### config.mk
export PLATFORM = sky130hd
export DESIGN_NAME = amc_mode_ctrl
export DESIGN_NICKNAME = d
export VERILOG_FILES = /design/src/rtl/amc_pkg.sv /design/src/rtl/amc_mode_ctrl.sv
export SDC_FILE = /design/constraint.sdc
export NUM_CORES = 1
export LEC_CHECK = 0
export ABC_AREA = 0
export BUFFER_PORTS_ARGS = -buffer_cell sky130_fd_sc_hd__buf_2
export CAP_MARGIN = 20
export CORE_MARGIN = 3
export CORE_UTILIZATION = 38
export CTS_CLUSTER_DIAMETER = 60
export DETAILED_ROUTE_END_ITERATION = 8
export GPL_ROUTABILITY_DRIVEN = 0
export PLACE_DENSITY = 0.66
export SLEW_MARGIN = 10
export SYNTH_ARGS = -nofsm -noshare
export SYNTH_HDL_FRONTEND = slang
export SYNTH_SLANG_ARGS = --single-unit
### constraint.sdc
create_clock -name i_clk -period 9.6 [get_ports i_clk]
set_clock_uncertainty 0.15 [all_clocks]
set_input_delay 1.92 -clock i_clk [delete_from_list [all_inputs] [get_ports i_clk]]
set_output_delay 1.92 -clock i_clk [all_outputs]
set_load 0.1 [all_outputs]
### src/rtl/amc_pkg.sv
// Package with constants and state types of the ADC mode and tamper control block.
package amc_pkg;
  localparam int NUM_CH = 7;
  localparam int SAMPLE_W = 24;
  localparam int CLK_NS = 25;
  localparam int CLK_HZ = 40000000;
  localparam int CS_MIN_NS = 10000;
  localparam int CS_CYCLES = (CS_MIN_NS + CLK_NS - 1) / CLK_NS;
  localparam int HOLD_MIN_NS = 6000;
  localparam int HOLD_CYCLES = (HOLD_MIN_NS + CLK_NS - 1) / CLK_NS;
  localparam int TDM_RATE_SPS = 7227;
  localparam int TDM_TICK_CYCLES = CLK_HZ / TDM_RATE_SPS;
  localparam int SOFT_RESET_REG_CYCLES = 32;
  localparam int THRESH_SHIFT = 11;
  localparam logic [7:0] FAST_DECIM = 8'h40;
  localparam int FAST_SETS = 2;
  localparam logic [7:0] SOFT_RESET_REG_CMD = 8'hD6;
  localparam logic [7:0] LOCK_KEY = 8'h5A;
  localparam logic [2:0] TGT_CONFIG = 3'h0;
  localparam logic [2:0] TGT_LOCK = 3'h1;
  localparam logic [2:0] TGT_SOFT_RESET = 3'h2;
  localparam logic [2:0] TGT_TAMPER_CLEAR = 3'h3;
  localparam logic [2:0] TGT_DSP_RAM = 3'h4;
  localparam logic [1:0] MODE_CONV = 2'h0;
  localparam logic [1:0] MODE_STANDBY = 2'h1;
  localparam logic [1:0] MODE_WATCH = 2'h2;
  localparam logic [1:0] MODE_RESET = 2'h3;
  typedef enum logic [2:0] {ST_HOLD, ST_SOFT_RESET_REG, ST_START, ST_CONV, ST_STANDBY, ST_WATCH} amc_state_e;
endpackage : amc_pkg

### src/rtl/amc_mode_ctrl.sv
// Mode, reset and tamper-watch controller of a multi-channel sigma-delta ADC.
`timescale 1ns/100ps
`default_nettype none
module amc_mode_ctrl #(
  parameter int TDM_TICK_CYCLES = amc_pkg::TDM_TICK_CYCLES
) (
  input wire logic i_clk, // 40 MHz clock.
  input wire logic i_rst_b, // Power-on reset, active low.
  input wire logic i_reset_pin_n, // Reset pin, active low.
  input wire logic i_low_power_idle_n, // Standby pin, low requests standby.
  input wire logic i_cs_n, // SPI chip-select pin.
  input wire logic i_clk_ok, // Clock or crystal present.
  input wire logic i_wr_valid, // Decoded SPI write pulse.
  input wire logic [2:0] i_wr_target, // Write target class.
  input wire logic [7:0] i_wr_data, // Write data.
  input wire logic [7:0] i_wr_old, // Current content at write address.
  input wire logic i_cfg_flag_clr, // Clear for config-changed flag.
  input wire logic i_reset_done_clr, // Clear for reset-done flag.
  input wire logic i_conv_done, // New sample set pulse.
  input wire logic [amc_pkg::NUM_CH*amc_pkg::SAMPLE_W-1:0] i_chan_data, // Channel samples.
  input wire logic [amc_pkg::NUM_CH-1:0] i_channel_powerdown_reg, // Channel off bits.
  input wire logic [7:0] i_watch_cycle_length, // Samples per cycle minus one.
  input wire logic [11:0] i_watch_threshold, // Shared threshold.
  input wire logic [7:0] i_watch_required, // Required hit count.
  input wire logic i_watch_all_channels, // One for AND, zero for OR.
  input wire logic i_watch_notify_enable, // Tamper drives ready pin.
  input wire logic i_dsp_filter_en, // A DSP filter is enabled.
  input wire logic i_datapath_lock, // Datapath lock bit.
  output logic o_sample_ready_n, // Ready pin, active low.
  output logic [1:0] o_mode, // Current mode.
  output logic o_spi_enable, // SPI port open.
  output logic o_wr_done, // Write accepted pulse.
  output logic o_wr_fail, // Write refused pulse.
  output logic o_lock_active, // Lock key in place.
  output logic o_config_changed_flag, // Config-changed flag.
  output logic o_reset_done, // Reset-done flag.
  output logic o_tamper_flag, // Sticky tamper flag.
  output logic o_wave_zero, // Waveform bytes read as zero.
  output logic o_fast_filter, // Fast filter selected.
  output logic [7:0] o_fast_decim, // Fast filter decimation.
  output logic o_internal_clk, // Internal sample clock in use.
  output logic o_watch_tick, // Internal sample strobe.
  output logic o_regs_default, // Load register defaults pulse.
  output logic o_standby_exit, // Standby group defaults pulse.
  output logic o_dsp_ram_overwrite, // DSP RAM overwritten pulse.
  output logic o_dsp_ram_restore // DSP RAM default reload pulse.
);

  localparam int NCH = amc_pkg::NUM_CH;
  localparam int SW = amc_pkg::SAMPLE_W;

  // Reset release and pin synchronisers.
  logic rst_meta_r;
  logic rst_n;
  logic [3:0] pin_meta_r;
  logic [3:0] pin_sync_r;
  logic rstpin_s;
  logic stby_s;
  logic cs_s;
  logic clkok_s;

  always_ff @(posedge i_clk or negedge i_rst_b) begin
    if (!i_rst_b) begin
      rst_meta_r <= 1'b0;
      rst_n <= 1'b0;
    end else begin
      rst_meta_r <= 1'b1;
      rst_n <= rst_meta_r;
    end
  end

  // Pins cross two flops before any logic reads them.
  always_ff @(posedge i_clk or negedge rst_n) begin
    if (!rst_n) begin
      pin_meta_r <= 4'h6;
      pin_sync_r <= 4'h6;
    end else begin
      pin_meta_r <= {i_clk_ok, i_cs_n, i_low_power_idle_n, i_reset_pin_n};
      pin_sync_r <= pin_meta_r;
    end
  end

  assign rstpin_s = pin_sync_r[0];
  assign stby_s = pin_sync_r[1];
  assign cs_s = pin_sync_r[2];
  assign clkok_s = pin_sync_r[3];

  amc_pkg::amc_state_e state_r, state_nxt;
  logic lock_r, lock_nxt;
  logic cfg_chg_r, cfg_chg_nxt;
  logic rst_done_r, rst_done_nxt;
  logic tamper_r, tamper_nxt;
  logic ready_n_r, ready_n_nxt;
  logic wave_zero_r, wave_zero_nxt;
  logic [1:0] sets_r, sets_nxt;
  logic [5:0] soft_reset_reg_cnt_r, soft_reset_reg_cnt_nxt;
  logic [8:0] cs_cnt_r, cs_cnt_nxt;
  logic cs_armed_r, cs_armed_nxt;
  logic [15:0] tick_cnt_r, tick_cnt_nxt;
  logic [7:0] samp_r, samp_nxt;
  logic end_r, end_nxt;
  logic det_r, det_nxt;
  logic [7:0] hold_r, hold_nxt;
  logic dsp_pend_r, dsp_pend_nxt;
  logic dplock_q_r, dplock_q_nxt;
  logic wr_ok_r, wr_ok_nxt;
  logic wr_fail_r, wr_fail_nxt;
  logic dflt_r, dflt_nxt;
  logic sexit_r, sexit_nxt;
  logic ovr_r, ovr_nxt;
  logic restore_r, restore_nxt;
  logic tick_r, tick_nxt;
  logic cyc_start;
  logic tick;
  logic hit;
  logic [NCH-1:0] ch_flag;
  logic [NCH-1:0] ch_active;

  // Per-channel hit counters over one tamper-watch cycle.
  genvar g;
  generate
    for (g = 0; g < NCH; g++) begin : g_ch
      logic [SW-1:0] smp;
      logic [SW:0] mag;
      logic [SW:0] lim;
      logic [7:0] cnt_r, cnt_nxt;
      always_comb begin
        smp = i_chan_data[g*SW +: SW];
        mag = smp[SW-1] ? ((SW+1)'(0) - {smp[SW-1], smp}) : {1'b0, smp};
        lim = (SW+1)'({i_watch_threshold, 11'h000});
        cnt_nxt = cnt_r;
        if (cyc_start) begin
          cnt_nxt = 8'h00;
        end else if (tick && ch_active[g] && (mag > lim) && (cnt_r != 8'hFF)) begin
          cnt_nxt = cnt_r + 8'h01;
        end
      end
      always_ff @(posedge i_clk or negedge rst_n) begin
        if (!rst_n) begin
          cnt_r <= 8'h00;
        end else begin
          cnt_r <= cnt_nxt;
        end
      end
      assign ch_active[g] = ~i_channel_powerdown_reg[g];
      assign ch_flag[g] = ch_active[g] && (cnt_r >= i_watch_required);
    end
  endgenerate

  // Channel flags combine by AND or OR; no active channel never detects.
  assign hit = (|ch_active) && (i_watch_all_channels ? &(ch_flag | ~ch_active) : |ch_flag);

  // Mode sequencing, write checking, flags and ready pin.
  always_comb begin
    state_nxt = state_r;
    lock_nxt = lock_r;
    cfg_chg_nxt = cfg_chg_r;
    rst_done_nxt = rst_done_r;
    tamper_nxt = tamper_r;
    ready_n_nxt = ready_n_r;
    wave_zero_nxt = wave_zero_r;
    sets_nxt = sets_r;
    soft_reset_reg_cnt_nxt = soft_reset_reg_cnt_r;
    cs_cnt_nxt = cs_cnt_r;
    cs_armed_nxt = cs_armed_r;
    tick_cnt_nxt = tick_cnt_r;
    samp_nxt = samp_r;
    end_nxt = 1'b0;
    det_nxt = det_r;
    hold_nxt = (hold_r != 8'h00) ? hold_r - 8'h01 : 8'h00;
    dsp_pend_nxt = dsp_pend_r;
    dplock_q_nxt = i_datapath_lock;
    wr_ok_nxt = 1'b0;
    wr_fail_nxt = 1'b0;
    dflt_nxt = 1'b0;
    sexit_nxt = 1'b0;
    ovr_nxt = 1'b0;
    restore_nxt = 1'b0;
    tick_nxt = 1'b0;
    cyc_start = 1'b0;
    tick = 1'b0;
    if (dsp_pend_r && i_dsp_filter_en && (dplock_q_r != i_datapath_lock)) begin
      restore_nxt = 1'b1;
      dsp_pend_nxt = 1'b0;
    end
    if (i_cfg_flag_clr) begin
      cfg_chg_nxt = 1'b0;
    end
    if (i_reset_done_clr) begin
      rst_done_nxt = 1'b0;
    end
    if (cs_s) begin
      cs_cnt_nxt = 9'h000;
      cs_armed_nxt = 1'b1;
    end else if (cs_cnt_r != 9'(amc_pkg::CS_CYCLES)) begin
      cs_cnt_nxt = cs_cnt_r + 9'h001;
    end
    // Writes only land in conversion mode; soft reset refuses all of them.
    if (i_wr_valid) begin
      if (state_r != amc_pkg::ST_CONV) begin
        wr_fail_nxt = 1'b1;
      end else if (i_wr_target == amc_pkg::TGT_LOCK) begin
        wr_ok_nxt = 1'b1;
        lock_nxt = (i_wr_data == amc_pkg::LOCK_KEY);
      end else if (i_wr_target == amc_pkg::TGT_CONFIG) begin
        if (lock_r) begin
          wr_fail_nxt = 1'b1;
        end else begin
          wr_ok_nxt = 1'b1;
          ovr_nxt = 1'b1;
          if (i_wr_data != i_wr_old) begin
            cfg_chg_nxt = 1'b1;
          end
        end
      end else if (i_wr_target == amc_pkg::TGT_SOFT_RESET) begin
        if (lock_r) begin
          wr_fail_nxt = 1'b1;
        end else begin
          wr_ok_nxt = 1'b1;
          if (i_wr_data == amc_pkg::SOFT_RESET_REG_CMD) begin
            state_nxt = amc_pkg::ST_SOFT_RESET_REG;
            soft_reset_reg_cnt_nxt = 6'h00;
            dflt_nxt = 1'b1;
          end
        end
      end else if (i_wr_target == amc_pkg::TGT_TAMPER_CLEAR) begin
        wr_ok_nxt = 1'b1;
        if (i_wr_data[0]) begin
          tamper_nxt = 1'b0;
        end
      end else if (i_wr_target == amc_pkg::TGT_DSP_RAM) begin
        wr_ok_nxt = 1'b1;
      end else begin
        wr_fail_nxt = 1'b1;
      end
    end
    case (state_r)
      amc_pkg::ST_HOLD: begin
        ready_n_nxt = 1'b0;
        if (rstpin_s) begin
          state_nxt = amc_pkg::ST_START;
          dflt_nxt = 1'b1;
        end
      end
      amc_pkg::ST_SOFT_RESET_REG: begin
        ready_n_nxt = 1'b0;
        soft_reset_reg_cnt_nxt = soft_reset_reg_cnt_r + 6'h01;
        if (soft_reset_reg_cnt_r == 6'(amc_pkg::SOFT_RESET_REG_CYCLES - 1)) begin
          state_nxt = amc_pkg::ST_START;
          rst_done_nxt = 1'b1;
          lock_nxt = 1'b0;
          cfg_chg_nxt = 1'b0;
          tamper_nxt = 1'b0;
          dsp_pend_nxt = 1'b1;
        end
      end
      amc_pkg::ST_START: begin
        ready_n_nxt = 1'b0;
        wave_zero_nxt = 1'b1;
        sets_nxt = 2'h0;
        // Leave only from a low ready pin, so that its rise marks entry into conversion.
        if (clkok_s && stby_s && !ready_n_r && (hold_nxt == 8'h00)) begin
          state_nxt = amc_pkg::ST_CONV;
          ready_n_nxt = 1'b1;
        end
      end
      amc_pkg::ST_CONV: begin
        ready_n_nxt = 1'b1;
        if (i_conv_done) begin
          ready_n_nxt = 1'b0;
          wave_zero_nxt = 1'b0;
          if (sets_r != 2'(amc_pkg::FAST_SETS)) begin
            sets_nxt = sets_r + 2'h1;
          end
        end
        if (!stby_s) begin
          state_nxt = amc_pkg::ST_STANDBY;
        end
      end
      amc_pkg::ST_STANDBY: begin
        ready_n_nxt = 1'b1;
        if (stby_s) begin
          state_nxt = amc_pkg::ST_START;
          sexit_nxt = 1'b1;
        end else if (cs_armed_r && (cs_cnt_r == 9'(amc_pkg::CS_CYCLES))) begin
          state_nxt = amc_pkg::ST_WATCH;
          cs_armed_nxt = 1'b0;
          cyc_start = 1'b1;
        end
      end
      amc_pkg::ST_WATCH: begin
        tick_cnt_nxt = tick_cnt_r + 16'h0001;
        if (tick_cnt_r == 16'(TDM_TICK_CYCLES - 1)) begin
          tick_cnt_nxt = 16'h0000;
          tick = 1'b1;
          tick_nxt = 1'b1;
          samp_nxt = samp_r + 8'h01;
          end_nxt = (samp_r == i_watch_cycle_length);
        end
        if (hit && !det_r) begin
          tamper_nxt = 1'b1;
          det_nxt = 1'b1;
          if (i_watch_notify_enable) begin
            hold_nxt = 8'(amc_pkg::HOLD_CYCLES);
          end
        end
        ready_n_nxt = ~(det_nxt && i_watch_notify_enable);
        // The cycle ends a cycle after its last sample so that a last hit still counts.
        if (end_r) begin
          det_nxt = 1'b0;
          if (!cs_s && !stby_s) begin
            cyc_start = 1'b1;
            cs_armed_nxt = 1'b0;
          end else if (stby_s) begin
            state_nxt = amc_pkg::ST_START;
            sexit_nxt = 1'b1;
          end else begin
            state_nxt = amc_pkg::ST_STANDBY;
          end
        end
      end
      default: begin
        state_nxt = amc_pkg::ST_HOLD;
      end
    endcase
    if (cyc_start) begin
      tick_cnt_nxt = 16'h0000;
      samp_nxt = 8'h00;
      det_nxt = 1'b0;
    end
    if (hold_nxt != 8'h00) begin
      ready_n_nxt = 1'b0;
    end
    // The reset pin overrides every mode and clears lock, config-changed, tamper, hold and detect state.
    if (!rstpin_s) begin
      state_nxt = amc_pkg::ST_HOLD;
      ready_n_nxt = 1'b0;
      lock_nxt = 1'b0;
      cfg_chg_nxt = 1'b0;
      tamper_nxt = 1'b0;
      hold_nxt = 8'h00;
      det_nxt = 1'b0;
      dsp_pend_nxt = 1'b1;
    end
  end

  always_ff @(posedge i_clk or negedge rst_n) begin
    if (!rst_n) begin
      state_r <= amc_pkg::ST_HOLD;
      lock_r <= 1'b0;
      cfg_chg_r <= 1'b0;
      rst_done_r <= 1'b0;
      tamper_r <= 1'b0;
      ready_n_r <= 1'b0;
      wave_zero_r <= 1'b1;
      sets_r <= 2'h0;
      soft_reset_reg_cnt_r <= 6'h00;
      cs_cnt_r <= 9'h000;
      cs_armed_r <= 1'b0;
      tick_cnt_r <= 16'h0000;
      samp_r <= 8'h00;
      end_r <= 1'b0;
      det_r <= 1'b0;
      hold_r <= 8'h00;
      dsp_pend_r <= 1'b1;
      dplock_q_r <= 1'b0;
      wr_ok_r <= 1'b0;
      wr_fail_r <= 1'b0;
      dflt_r <= 1'b0;
      sexit_r <= 1'b0;
      ovr_r <= 1'b0;
      restore_r <= 1'b0;
      tick_r <= 1'b0;
    end else begin
      state_r <= state_nxt;
      lock_r <= lock_nxt;
      cfg_chg_r <= cfg_chg_nxt;
      rst_done_r <= rst_done_nxt;
      tamper_r <= tamper_nxt;
      ready_n_r <= ready_n_nxt;
      wave_zero_r <= wave_zero_nxt;
      sets_r <= sets_nxt;
      soft_reset_reg_cnt_r <= soft_reset_reg_cnt_nxt;
      cs_cnt_r <= cs_cnt_nxt;
      cs_armed_r <= cs_armed_nxt;
      tick_cnt_r <= tick_cnt_nxt;
      samp_r <= samp_nxt;
      end_r <= end_nxt;
      det_r <= det_nxt;
      hold_r <= hold_nxt;
      dsp_pend_r <= dsp_pend_nxt;
      dplock_q_r <= dplock_q_nxt;
      wr_ok_r <= wr_ok_nxt;
      wr_fail_r <= wr_fail_nxt;
      dflt_r <= dflt_nxt;
      sexit_r <= sexit_nxt;
      ovr_r <= ovr_nxt;
      restore_r <= restore_nxt;
      tick_r <= tick_nxt;
    end
  end

  // Outputs come from registers, from the registered state or, for o_fast_decim, from a package constant.
  always_comb begin
    if (state_r == amc_pkg::ST_CONV) begin
      o_mode = amc_pkg::MODE_CONV;
    end else if (state_r == amc_pkg::ST_STANDBY) begin
      o_mode = amc_pkg::MODE_STANDBY;
    end else if (state_r == amc_pkg::ST_WATCH) begin
      o_mode = amc_pkg::MODE_WATCH;
    end else begin
      o_mode = amc_pkg::MODE_RESET;
    end
  end

  assign o_sample_ready_n = ready_n_r;
  assign o_spi_enable = (state_r == amc_pkg::ST_CONV);
  assign o_wr_done = wr_ok_r;
  assign o_wr_fail = wr_fail_r;
  assign o_lock_active = lock_r;
  assign o_config_changed_flag = cfg_chg_r;
  assign o_reset_done = rst_done_r;
  assign o_tamper_flag = tamper_r;
  assign o_wave_zero = wave_zero_r;
  assign o_fast_filter = (sets_r != 2'(amc_pkg::FAST_SETS));
  assign o_fast_decim = amc_pkg::FAST_DECIM;
  assign o_internal_clk = (state_r == amc_pkg::ST_WATCH);
  assign o_watch_tick = tick_r;
  assign o_regs_default = dflt_r;
  assign o_standby_exit = sexit_r;
  assign o_dsp_ram_overwrite = ovr_r;
  assign o_dsp_ram_restore = restore_r;

endmodule : amc_mode_ctrl
`default_nettype wire

Word level (Yosys, flattened, before mapping)
Cells that the tools add are included.
{"block": "totals", "register_bits": 136, "wordCells": 346}
{"block": "classes", "addsub": 20, "n_lt_le_gt_ge": 14, "eq_ne": 35, "mux": 162, "bitwise_logic": 10, "n_reduce_logical": 69}
{"op": "$mux W8", "n": 22}
{"op": "$gt A25 B23 Y1", "n": 7}
{"op": "$mux W25", "n": 7}
{"op": "$sub A1 B24 Y25 const A", "n": 7}
{"op": "$mux W1", "n": 92}
{"op": "$add A8 B1 Y8 const B", "n": 8}
{"op": "$ge A8 B8 Y1", "n": 7}
{"op": "$ne A8 B8 Y1 const B", "n": 7}
{"op": "$mux W16", "n": 3}
{"op": "$mux W3", "n": 16}
{"op": "$mux W6", "n": 8}
{"op": "$logic_and A1 B1 Y1", "n": 38}
{"op": "$reduce_bool A2 Y1", "n": 14}
{"op": "$mux W9", "n": 2}
{"op": "$pmux W3 S6", "n": 1}
{"op": "$add A16 B1 Y16 const B", "n": 1}
{"op": "$eq A16 B13 Y1 const B", "n": 1}
{"op": "$reduce_bool A8 Y1", "n": 2}
{"op": "$reduce_and A7 Y1", "n": 2}
{"op": "$reduce_or A7 Y1", "n": 2}
{"op": "$eq A3 B2 Y1 const B", "n": 4}
{"op": "$ne A2 B1 Y1 const B", "n": 5}
{"op": "$pmux W1 S2", "n": 5}
{"op": "$add A9 B1 Y9 const B", "n": 1}
{"op": "other kinds (28)", "n": 48}

Longest topological paths before layout
Gate-level depths: netlist (run 1).
{"block": "depth", "word_depth": 14, "depth_mapped": 17, "depth_no_buf": 16}

Worst setup path after synthesis (run 1)
No wires, ideal clock.
{"block": "synth_timing", "path_type": "input to register", "startpoint": "input i_chan_data[96] (netlist name)", "endpoint": "register g_ch[4].cnt_r[2]", "setup_ns": 0.066, "t_arrival_ns": 5.646, "setup_slack_ns": 3.738, "path_stages": 17, "path_cell_list": "inv_1 > ha_1 > or3b_2 > or3_1 > or4_1 > or2_1 > o41ai_1 > xnor2_1 > ha_1 > nand2_1 > or3_1 > a21oi_1 > o311a_1 > o41ai_2 > buf_6 > or4_1 > nand2_1"}
{"block": "synth_between", "elab_chain_cells": 6}
{"element": "start: declaration", "line_no": "amc_mode_ctrl.sv:20", "text": "input wire logic [amc_pkg::NUM_CH*amc_pkg::SAMPLE_W-1:0] i_chan_data,"}
{"element": "$sub A1 B24 Y25", "line_no": "amc_mode_ctrl.sv:129", "text": "mag = smp[SW-1] ? ((SW+1)'(0) - {smp[SW-1], smp}) : {1'b0, smp};"}
{"element": "$mux W25 *", "line_no": "amc_mode_ctrl.sv:129"}
{"element": "$gt A25 B23 Y1 *", "line_no": "amc_mode_ctrl.sv:134", "text": "end else if (tick && ch_active[g] && (mag > lim) && (cnt_r != 8'hFF)) begin"}
{"element": "$logic_and A1 B1 Y1 * (2 in a row)", "line_no": "amc_mode_ctrl.sv:134"}
{"element": "$reduce_bool A2 Y1 (no source line) *"}
{"element": "end signal: assignment", "line_no": "amc_mode_ctrl.sv:142", "text": "cnt_r <= cnt_nxt;"}
{"element": "end: declaration", "line_no": "amc_mode_ctrl.sv:126", "text": "logic [7:0] cnt_r, cnt_nxt;"}
Every way passes the cells marked *; elsewhere a longest branch is shown, timed or not.
A chain may end at the register's enable or synchronous reset.

Worst setup path in the final report (run 1)
{"block": "layout_timing", "startpoint": "input i_chan_data[24] (netlist name)", "endpoint": "register g_ch[1].cnt_r[1]"}
{"block": "layout_between", "elab_chain_cells": 6}
{"element": "$sub A1 B24 Y25", "line_no": "amc_mode_ctrl.sv:129"}
{"element": "$mux W25 *", "line_no": "amc_mode_ctrl.sv:129"}
{"element": "$gt A25 B23 Y1 *", "line_no": "amc_mode_ctrl.sv:134"}
{"element": "$logic_and A1 B1 Y1 * (2 in a row)", "line_no": "amc_mode_ctrl.sv:134"}
{"element": "$reduce_bool A2 Y1 (no source line) *"}
{"element": "end signal: assignment", "line_no": "amc_mode_ctrl.sv:142"}
{"element": "end: declaration", "line_no": "amc_mode_ctrl.sv:126"}
Marks and branches as above.

==> results of run 1 <==
power breakdown:
part           internal, W  leakage, nW  total, W  switching, W
clock network     0.000469        0.309  0.000734      0.000264
logic             0.000235         5.14  0.000562      0.000327
registers         0.000616         1.70  0.000668     0.0000517
cell usage after synthesis, types with 17 or more instances:
cell type	count
dfrtp_1	130
inv_1	67
nand2b_1	34
o31ai_1	31
o41ai_1	17
xor2_1	39
mux2i_1	23
xnor2_1	109
or3_1	22
o21a_1	18
nand4_1	53
nor3_1	42
nand3_1	55
o21ai_0	94
clkbuf_1	27
nor2_1	119
ha_1	162
nor4_1	29
and3_1	32
o211ai_1	18
nand2_1	141
a21oi_1	76
or4_1	48
cell type report:
type,instances,area [um^2]
multi-input cells,1393,9850
clock inverters,14,220
fillers,3457,19000
well taps,455,569
diodes,6,15.0
inverters,67,251
flip-flops and latches,136,3410
clock buffers,18,439
repair buffers,259,1310
cells by family after synthesis:
kind of cell,synth area share (%)
mux,1.84
fa+ha+maj,14.8
buf+inv,3.60
other cells,0.0548
compound gates,18.7
simple gates,26.7
xor+xnor,9.46
flops,24.9
through the flow:
stage | utilization (%) | total power (W) | setup WS [ps] | hold WS, ps
finish | 45.9 | 0.00196 | 3470 | 200
global route | 45.9 | 0.00209 | 3090 | 201
CTS | 45.8 | 0.00197 | 3420 | 200
detailed placement | 43.9 | 0.00123 | 2990 | 187
global placement | 43.9 | 0.00121 | 3150 | 184
floorplan | - | 0.00105 | 3740 | 181
path summary, 6_finish.rpt:
path,startpoint,endpoint,slack [ps]
setup reg to reg,cs_cnt_r[0]$_DFFE_PN0P_,samp_r[1]$_DFFE_PN0P_,5910
max in group asynchronous,rst_n$_DFF_PN0_,tick_cnt_r[3]$_DFFE_PN0P_,7570
hold reg to reg,rst_meta_r$_DFF_PN0_,rst_n$_DFF_PN0_,200
hold / removal,rst_meta_r$_DFF_PN0_,rst_n$_DFF_PN0_,200
min in group asynchronous,rst_n$_DFF_PN0_,o_tamper_flag$_DFF_PN0_,270
setup / recovery,i_chan_data[24],g_ch[1].cnt_r[1]$_DFFE_PN0P_,3470
sequential cells by signal (all words and copies together) (netlist names), 2 cells and up:
| signal | flops |
|---|---|
| hold_r | 8 |
| pin_meta_r | 4 |
| state_r | 3 |
| g_ch.cnt_r | 56 |
| tick_cnt_r | 16 |
| sets_r | 2 |
| soft_reset_reg_cnt_r | 6 |
| cs_cnt_r | 9 |
| pin_sync_r | 4 |
| samp_r | 8 |
layer usage:
metal / share of wire [%] / vias to the layer above
met2: 48 / 354
li1: - / 6672
met4: 1.7 / 2
met3: 4.4 / 55
met1: 46 / 6480
met5: 0.032 / -
worst max-delay path, stage by stage:
cell	delay, ps
buf_2	110
inv_1	90
ha_1	180
nor3b_1	620
nand2_1	180
or4_1	530
or2_2	330
o41ai_1	330
xnor2_1	170
ha_1	260
a211o_1	270
o211ai_1	90
a21oi_1	90
o41ai_1	390
a41o_1	410
mux2i_1	230
nor2_1	50
==> results.json, run 1 <==
{
  "start_kind": "input port",
  "grt_pass1_wl_um": 65500,
  "synth-main-ff-cell": "dfrtp_1",
  "hold_viol": 0,
  "status": "completed",
  "synth_top_area_share_pct": 23.7,
  "hold_buffers": 0,
  "vdd_drop_max_mv": 0.112,
  "hpwl_um": 31400,
  "dieWidth_um": 196,
  "grt_overflow": 0,
  "max_cap_violations": 0,
  "cts_tree": "built",
  "rsz0062_at_grt": "false",
  "netlist_instances": 1638,
  "cts_inserted_buffers": 17,
  "post_cts_buffers": 0,
  "placed_area_um2": 15400,
  "cts_sinks": 136,
  "grt_max_degree": 72,
  "met2_usage_pct": 34.7,
  "holdPathStages": 0,
  "post_cts_resized": 0,
  "placed_cells": 2310,
  "path_clk_slew_ps": 60,
  "yosysUniqueCellTypes": 84,
  "antenna_found_initial": 7,
  "worst_pin_slew_ps": 1030,
  "end_kind": "flip-flop",
  "ant_nets": 0,
  "drtPass1Iterations": 6,
  "grt_pass1_vias": 12800,
  "required_ps": 9740,
  "track_usage_pct": 20.5,
  "cts-root-buf": "clkbuf_16",
  "final_nets": 2272,
  "die_y_um": 196,
  "finalWirelength_um": 40700,
  "synth_edf_count": 0,
  "min_period_ps": 6130,
  "num_vias": 13600,
  "synth_area_um2": 13700,
  "final_common_cell": "buf_2",
  "slew_violations": 0,
  "ios": 262,
  "busiest_layer": "met2",
  "finalCritPeriodShare_pct": 63.9,
  "yosys_warnings": 0,
  "area_growth_pct": 17.3,
  "initial_core_util_pct": 39.1,
  "power_per_cell_area_nw_per_um2": 122,
  "hp-class": "reg2reg",
  "htreeDepth": 4,
  "critPathArrivalTime_ps": 6270,
  "synth.yosys.seq_area_share_pct": 24.9,
  "fin_area_um2": 16100,
  "drive_gt1_share_pct": 17.8,
  "dieArea_um2": 38400,
  "met1_usage_pct": 27.5,
  "clock_path_buffers": 2,
  "wire_per_inst_um": 17.3,
  "core_um2": 35100,
  "gr-usage-met3_pct": 2.73,
  "synthTopCellsByArea": "dfrtp_1 24%, ha_1 15%, xnor2_1 7.0%",
  "finalSetupViolCount": 0,
  "vias_per_cell": 5.78,
  "stdcell_count": 2348,
  "yosys.area.top_type": "dfrtp_1",
  "ys_async_sr_fraction_pct": 100,
  "setup_tns_ps": 0,
  "slew_headroom_pct": 31.1,
  "port_buffers": 253,
  "drc_errors": 0,
  "reg2regPathDepth": 10,
  "p_leak_nw": 7.14,
  "path_max_fanout": 12,
  "synth-seq-cells": 136,
  "synth.avg_cell_area_um2": 8.37,
  "criticalPathCategory": "in2reg",
  "drtIter0Drc": 861,
  "layout_common_cells": "253 x buf_2, 162 x ha_1, 141 x nand2_1",
  "clock_latency_ps": 430,
  "fmax_mhz": 163,
  "rows": 68
}
(Power assumes the default switching activity.)
==> run 2: changes to the inputs <==
Settings changed: ABC_AREA 0 to 1.
Clock period 9.6 ns to 5.9 ns, I/O delays scaled along.
==> results.json, run 2 <==
{
  "pwr-share-clk_pct": 36.2,
  "status": "completed",
  "setup_tns_ps": 0,
  "path_clk_slew_ps": 60,
  "num_vias": 15000,
  "synth_edf_count": 0,
  "dieArea_um2": 41100,
  "critPathMostFrequentCell": "nand2_1",
  "dieWidth_um": 203,
  "p_leak_nw": 9.19,
  "synth-main-ff-cell": "dfrtp_1",
  "synth_mux_area_share_pct": 0,
  "final_common_cell": "nand2_1",
  "netlist_instances": 2150,
  "cts_tree": "built",
  "ant_nets": 0,
  "slew_violations": 0,
  "post_synth_and_or_nand_nor_area_fraction_pct": 33.2,
  "pre_cts_slack_ps": 843,
  "drtIter0Drc": 839,
  "synthAdderAreaFrac_pct": 13.8,
  "yosys_warnings": 0,
  "synthTopCellsByArea": "dfrtp_1 22%, ha_1 14%, nand2_1 11%",
  "cts_inserted_buffers": 17,
  "cts-root-buf": "clkbuf_16",
  "final_nets": 2793,
  "htreeDepth": 4,
  "rows": 71,
  "synth.yosys.seq_area_share_pct": 23.2,
  "die_y_um": 203,
  "power_per_cell_area_nw_per_um2": 180,
  "path_max_fanout": 9,
  "finalWirelength_um": 42200,
  "synth_area_um2": 14700,
  "hold_buffers": 0,
  "end_kind": "flip-flop",
  "largestRegisters": "g_ch.cnt_r (56), tick_cnt_r (16), cs_cnt_r (9)",
  "yosys.area.top_type": "dfrtp_1",
  "yosysUniqueCellTypes": 55,
  "antenna_found_initial": 11,
  "p_switching_w": 0.00107,
  "synth_top_family_by_area": "simple AND/OR/NAND/NOR gates",
  "finalPower_w": 0.00308,
  "wire_per_inst_um": 14.4,
  "area_growth_pct": 16.1,
  "max_cap_violations": 0,
  "yosysMostFrequentCell": "nand2_1",
  "initial_core_util_pct": 38.8,
  "cts_sinks": 136,
  "clock_path_buffers": 2,
  "regToRegSetupSlack_ps": 2730,
  "min_period_ps": 4710,
  "hpwl_um": 33700,
  "critPathArrivalTime_ps": 4870,
  "swShare_pct": 34.6,
  "port_buffers": 253,
  "synth_top_area_share_pct": 22.1,
  "finalCritPeriodShare_pct": 79.7,
  "rsz0062_at_grt": "false",
  "start_kind": "input port",
  "hp-class": "reg2async",
  "layout_common_cells": "425 x nand2_1, 300 x inv_1, 253 x buf_2",
  "holdWs_ps": 139,
  "fmax_mhz": 213,
  "grt_overflow": 0,
  "ios": 262,
  "placed_cells": 2886,
  "slew_headroom_pct": 31.1,
  "ys_async_sr_fraction_pct": 100,
  "largest_reg_flops": 56,
  "synth-seq-cells": 136,
  "synth-compound-area-share_pct": 9.17,
  "track_usage_pct": 20.0,
  "clock_latency_ps": 420,
  "grt_pass1_vias": 14300,
  "stdcell_count": 2924,
  "drtPass1Iterations": 5,
  "criticalPathCategory": "in2reg",
  "layout_setup_ws_ps": 1190,
  "post_cts_resized": 0,
  "cpPeakStageDelay_ps": 450,
  "required_ps": 6060,
  "synth_xor_area_share_pct": 11.0,
  "seq_power_share_pct": 33.4,
  "p_comb_share_pct": 30.4,
  "fillers": 3898,
  "drive_gt1_share_pct": 14.3,
  "post_cts_buffers": 0,
  "hold_viol": 0,
  "core_um2": 37900,
  "p_int_w": 0.00201,
  "regMostFlops": "g_ch.cnt_r",
  "path_cells": "buf_2 > inv_1 > ha_1 > nand2_1 > nor2_1 > nand4_1 > nor2_1 > nand2_1 > o41ai_1 > o21ai_0 > xor2_1 > ha_1 > nand2_1 > nor4_1 > nand4_1 > nand3b_1 > nor2_1 > nand3_1 > nand2_2 > nand2_2 > nand2_1 > nand2_1",
  "finalSetupViolCount": 0,
  "vdd_drop_max_mv": 0.154,
  "grt_pass1_wl_um": 68400,
  "synth.avg_cell_area_um2": 6.84,
  "worst_pin_slew_ps": 1030,
  "synth_common_cells": "425 x nand2_1, 300 x inv_1, 252 x nor2_1, 178 x nand3_1, 162 x ha_1",
  "grt_max_degree": 105,
  "drc_errors": 0,
  "vias_per_cell": 5.13,
  "cpMaxStageDelayCell": "o41ai_1"
}
-- run 2: final timing paths --
path | cells after the start | endpoint | start
min reg2reg | 0 | samp_r[7]$_DFFE_PN0P_ | rst_n$_DFF_PN0_
min | 0 | samp_r[7]$_DFFE_PN0P_ | rst_n$_DFF_PN0_
max in group asynchronous | 2 | g_ch[4].cnt_r[2]$_DFFE_PN0P_ | rst_n$_DFF_PN0_
max | 22 | g_ch[4].cnt_r[2]$_DFFE_PN0P_ | i_chan_data[97]
max reg2reg | 13 | g_ch[6].cnt_r[5]$_DFFE_PN0P_ | cs_cnt_r[0]$_DFFE_PN0P_
min in group i_clk | 0 | pin_sync_r[3]$_DFF_PN0_ | pin_meta_r[3]$_DFF_PN0_
-- run 2: kinds of logic after synthesis --
| group | count (synthesis) |
|---|---|
| buffers and inverters | 353 |
| other | 2 |
| flip-flops | 136 |
| AND/OR/NAND/NOR | 1084 |
| AO/OA/AOI/OAI | 228 |
| adder cells (fa/ha/maj) | 162 |
| XOR/XNOR | 185 |
-- run 2: through the flow --
stage	utilization, %	instance area, um^2
5_1_grt	45.0	17100
3_3_place_gp	43.3	16400
2_1_floorplan	-	14700
3_5_place_dp	43.3	16400
4_1_cts	44.9	17000
6_report	45.0	17100
-- run 2: worst max-delay path, delay by kind of cell --
| family | cells | cell delay, ps |
|---|---|---|
| buf+inv | 2 | 170 |
| compound gates | 2 | 660 |
| simple gates | 15 | 2170 |
| xor+xnor | 1 | 190 |
| fa+ha+maj | 2 | 490 |
-- run 2: power by group through the flow --
stage	logic [W]	clock network, W	registers, W
after floorplan	0.000628	0	0.00106
after global placement	0.000889	0	0.00105
after detailed placement	0.000921	0	0.00105
after CTS	0.000926	0.00114	0.00103
after global routing	0.00107	0.00118	0.00104
final	0.000935	0.00111	0.00103
-- run 2: area by class of cell --
class	instances	area, um^2	area share, %
clock buffer	19	443	2.59
timing repair buffer	256	1300	7.62
clock inverter	13	170	0.997
sequential	136	3410	20.0
multi-input combinational	1668	9910	58.0
inverter	316	1190	6.95
tap	511	639	3.74
antenna	5	12.5	0.0733
-- run 2: metal layers --
| metal | routed length, um | track usage (%) |
|---|---|---|
| met5 | 67 | 0 |
| met4 | 781 | 5.69 |
| met3 | 2470 | 3.85 |
| met2 | 19900 | 34.0 |
| met1 | 18900 | 25.9 |
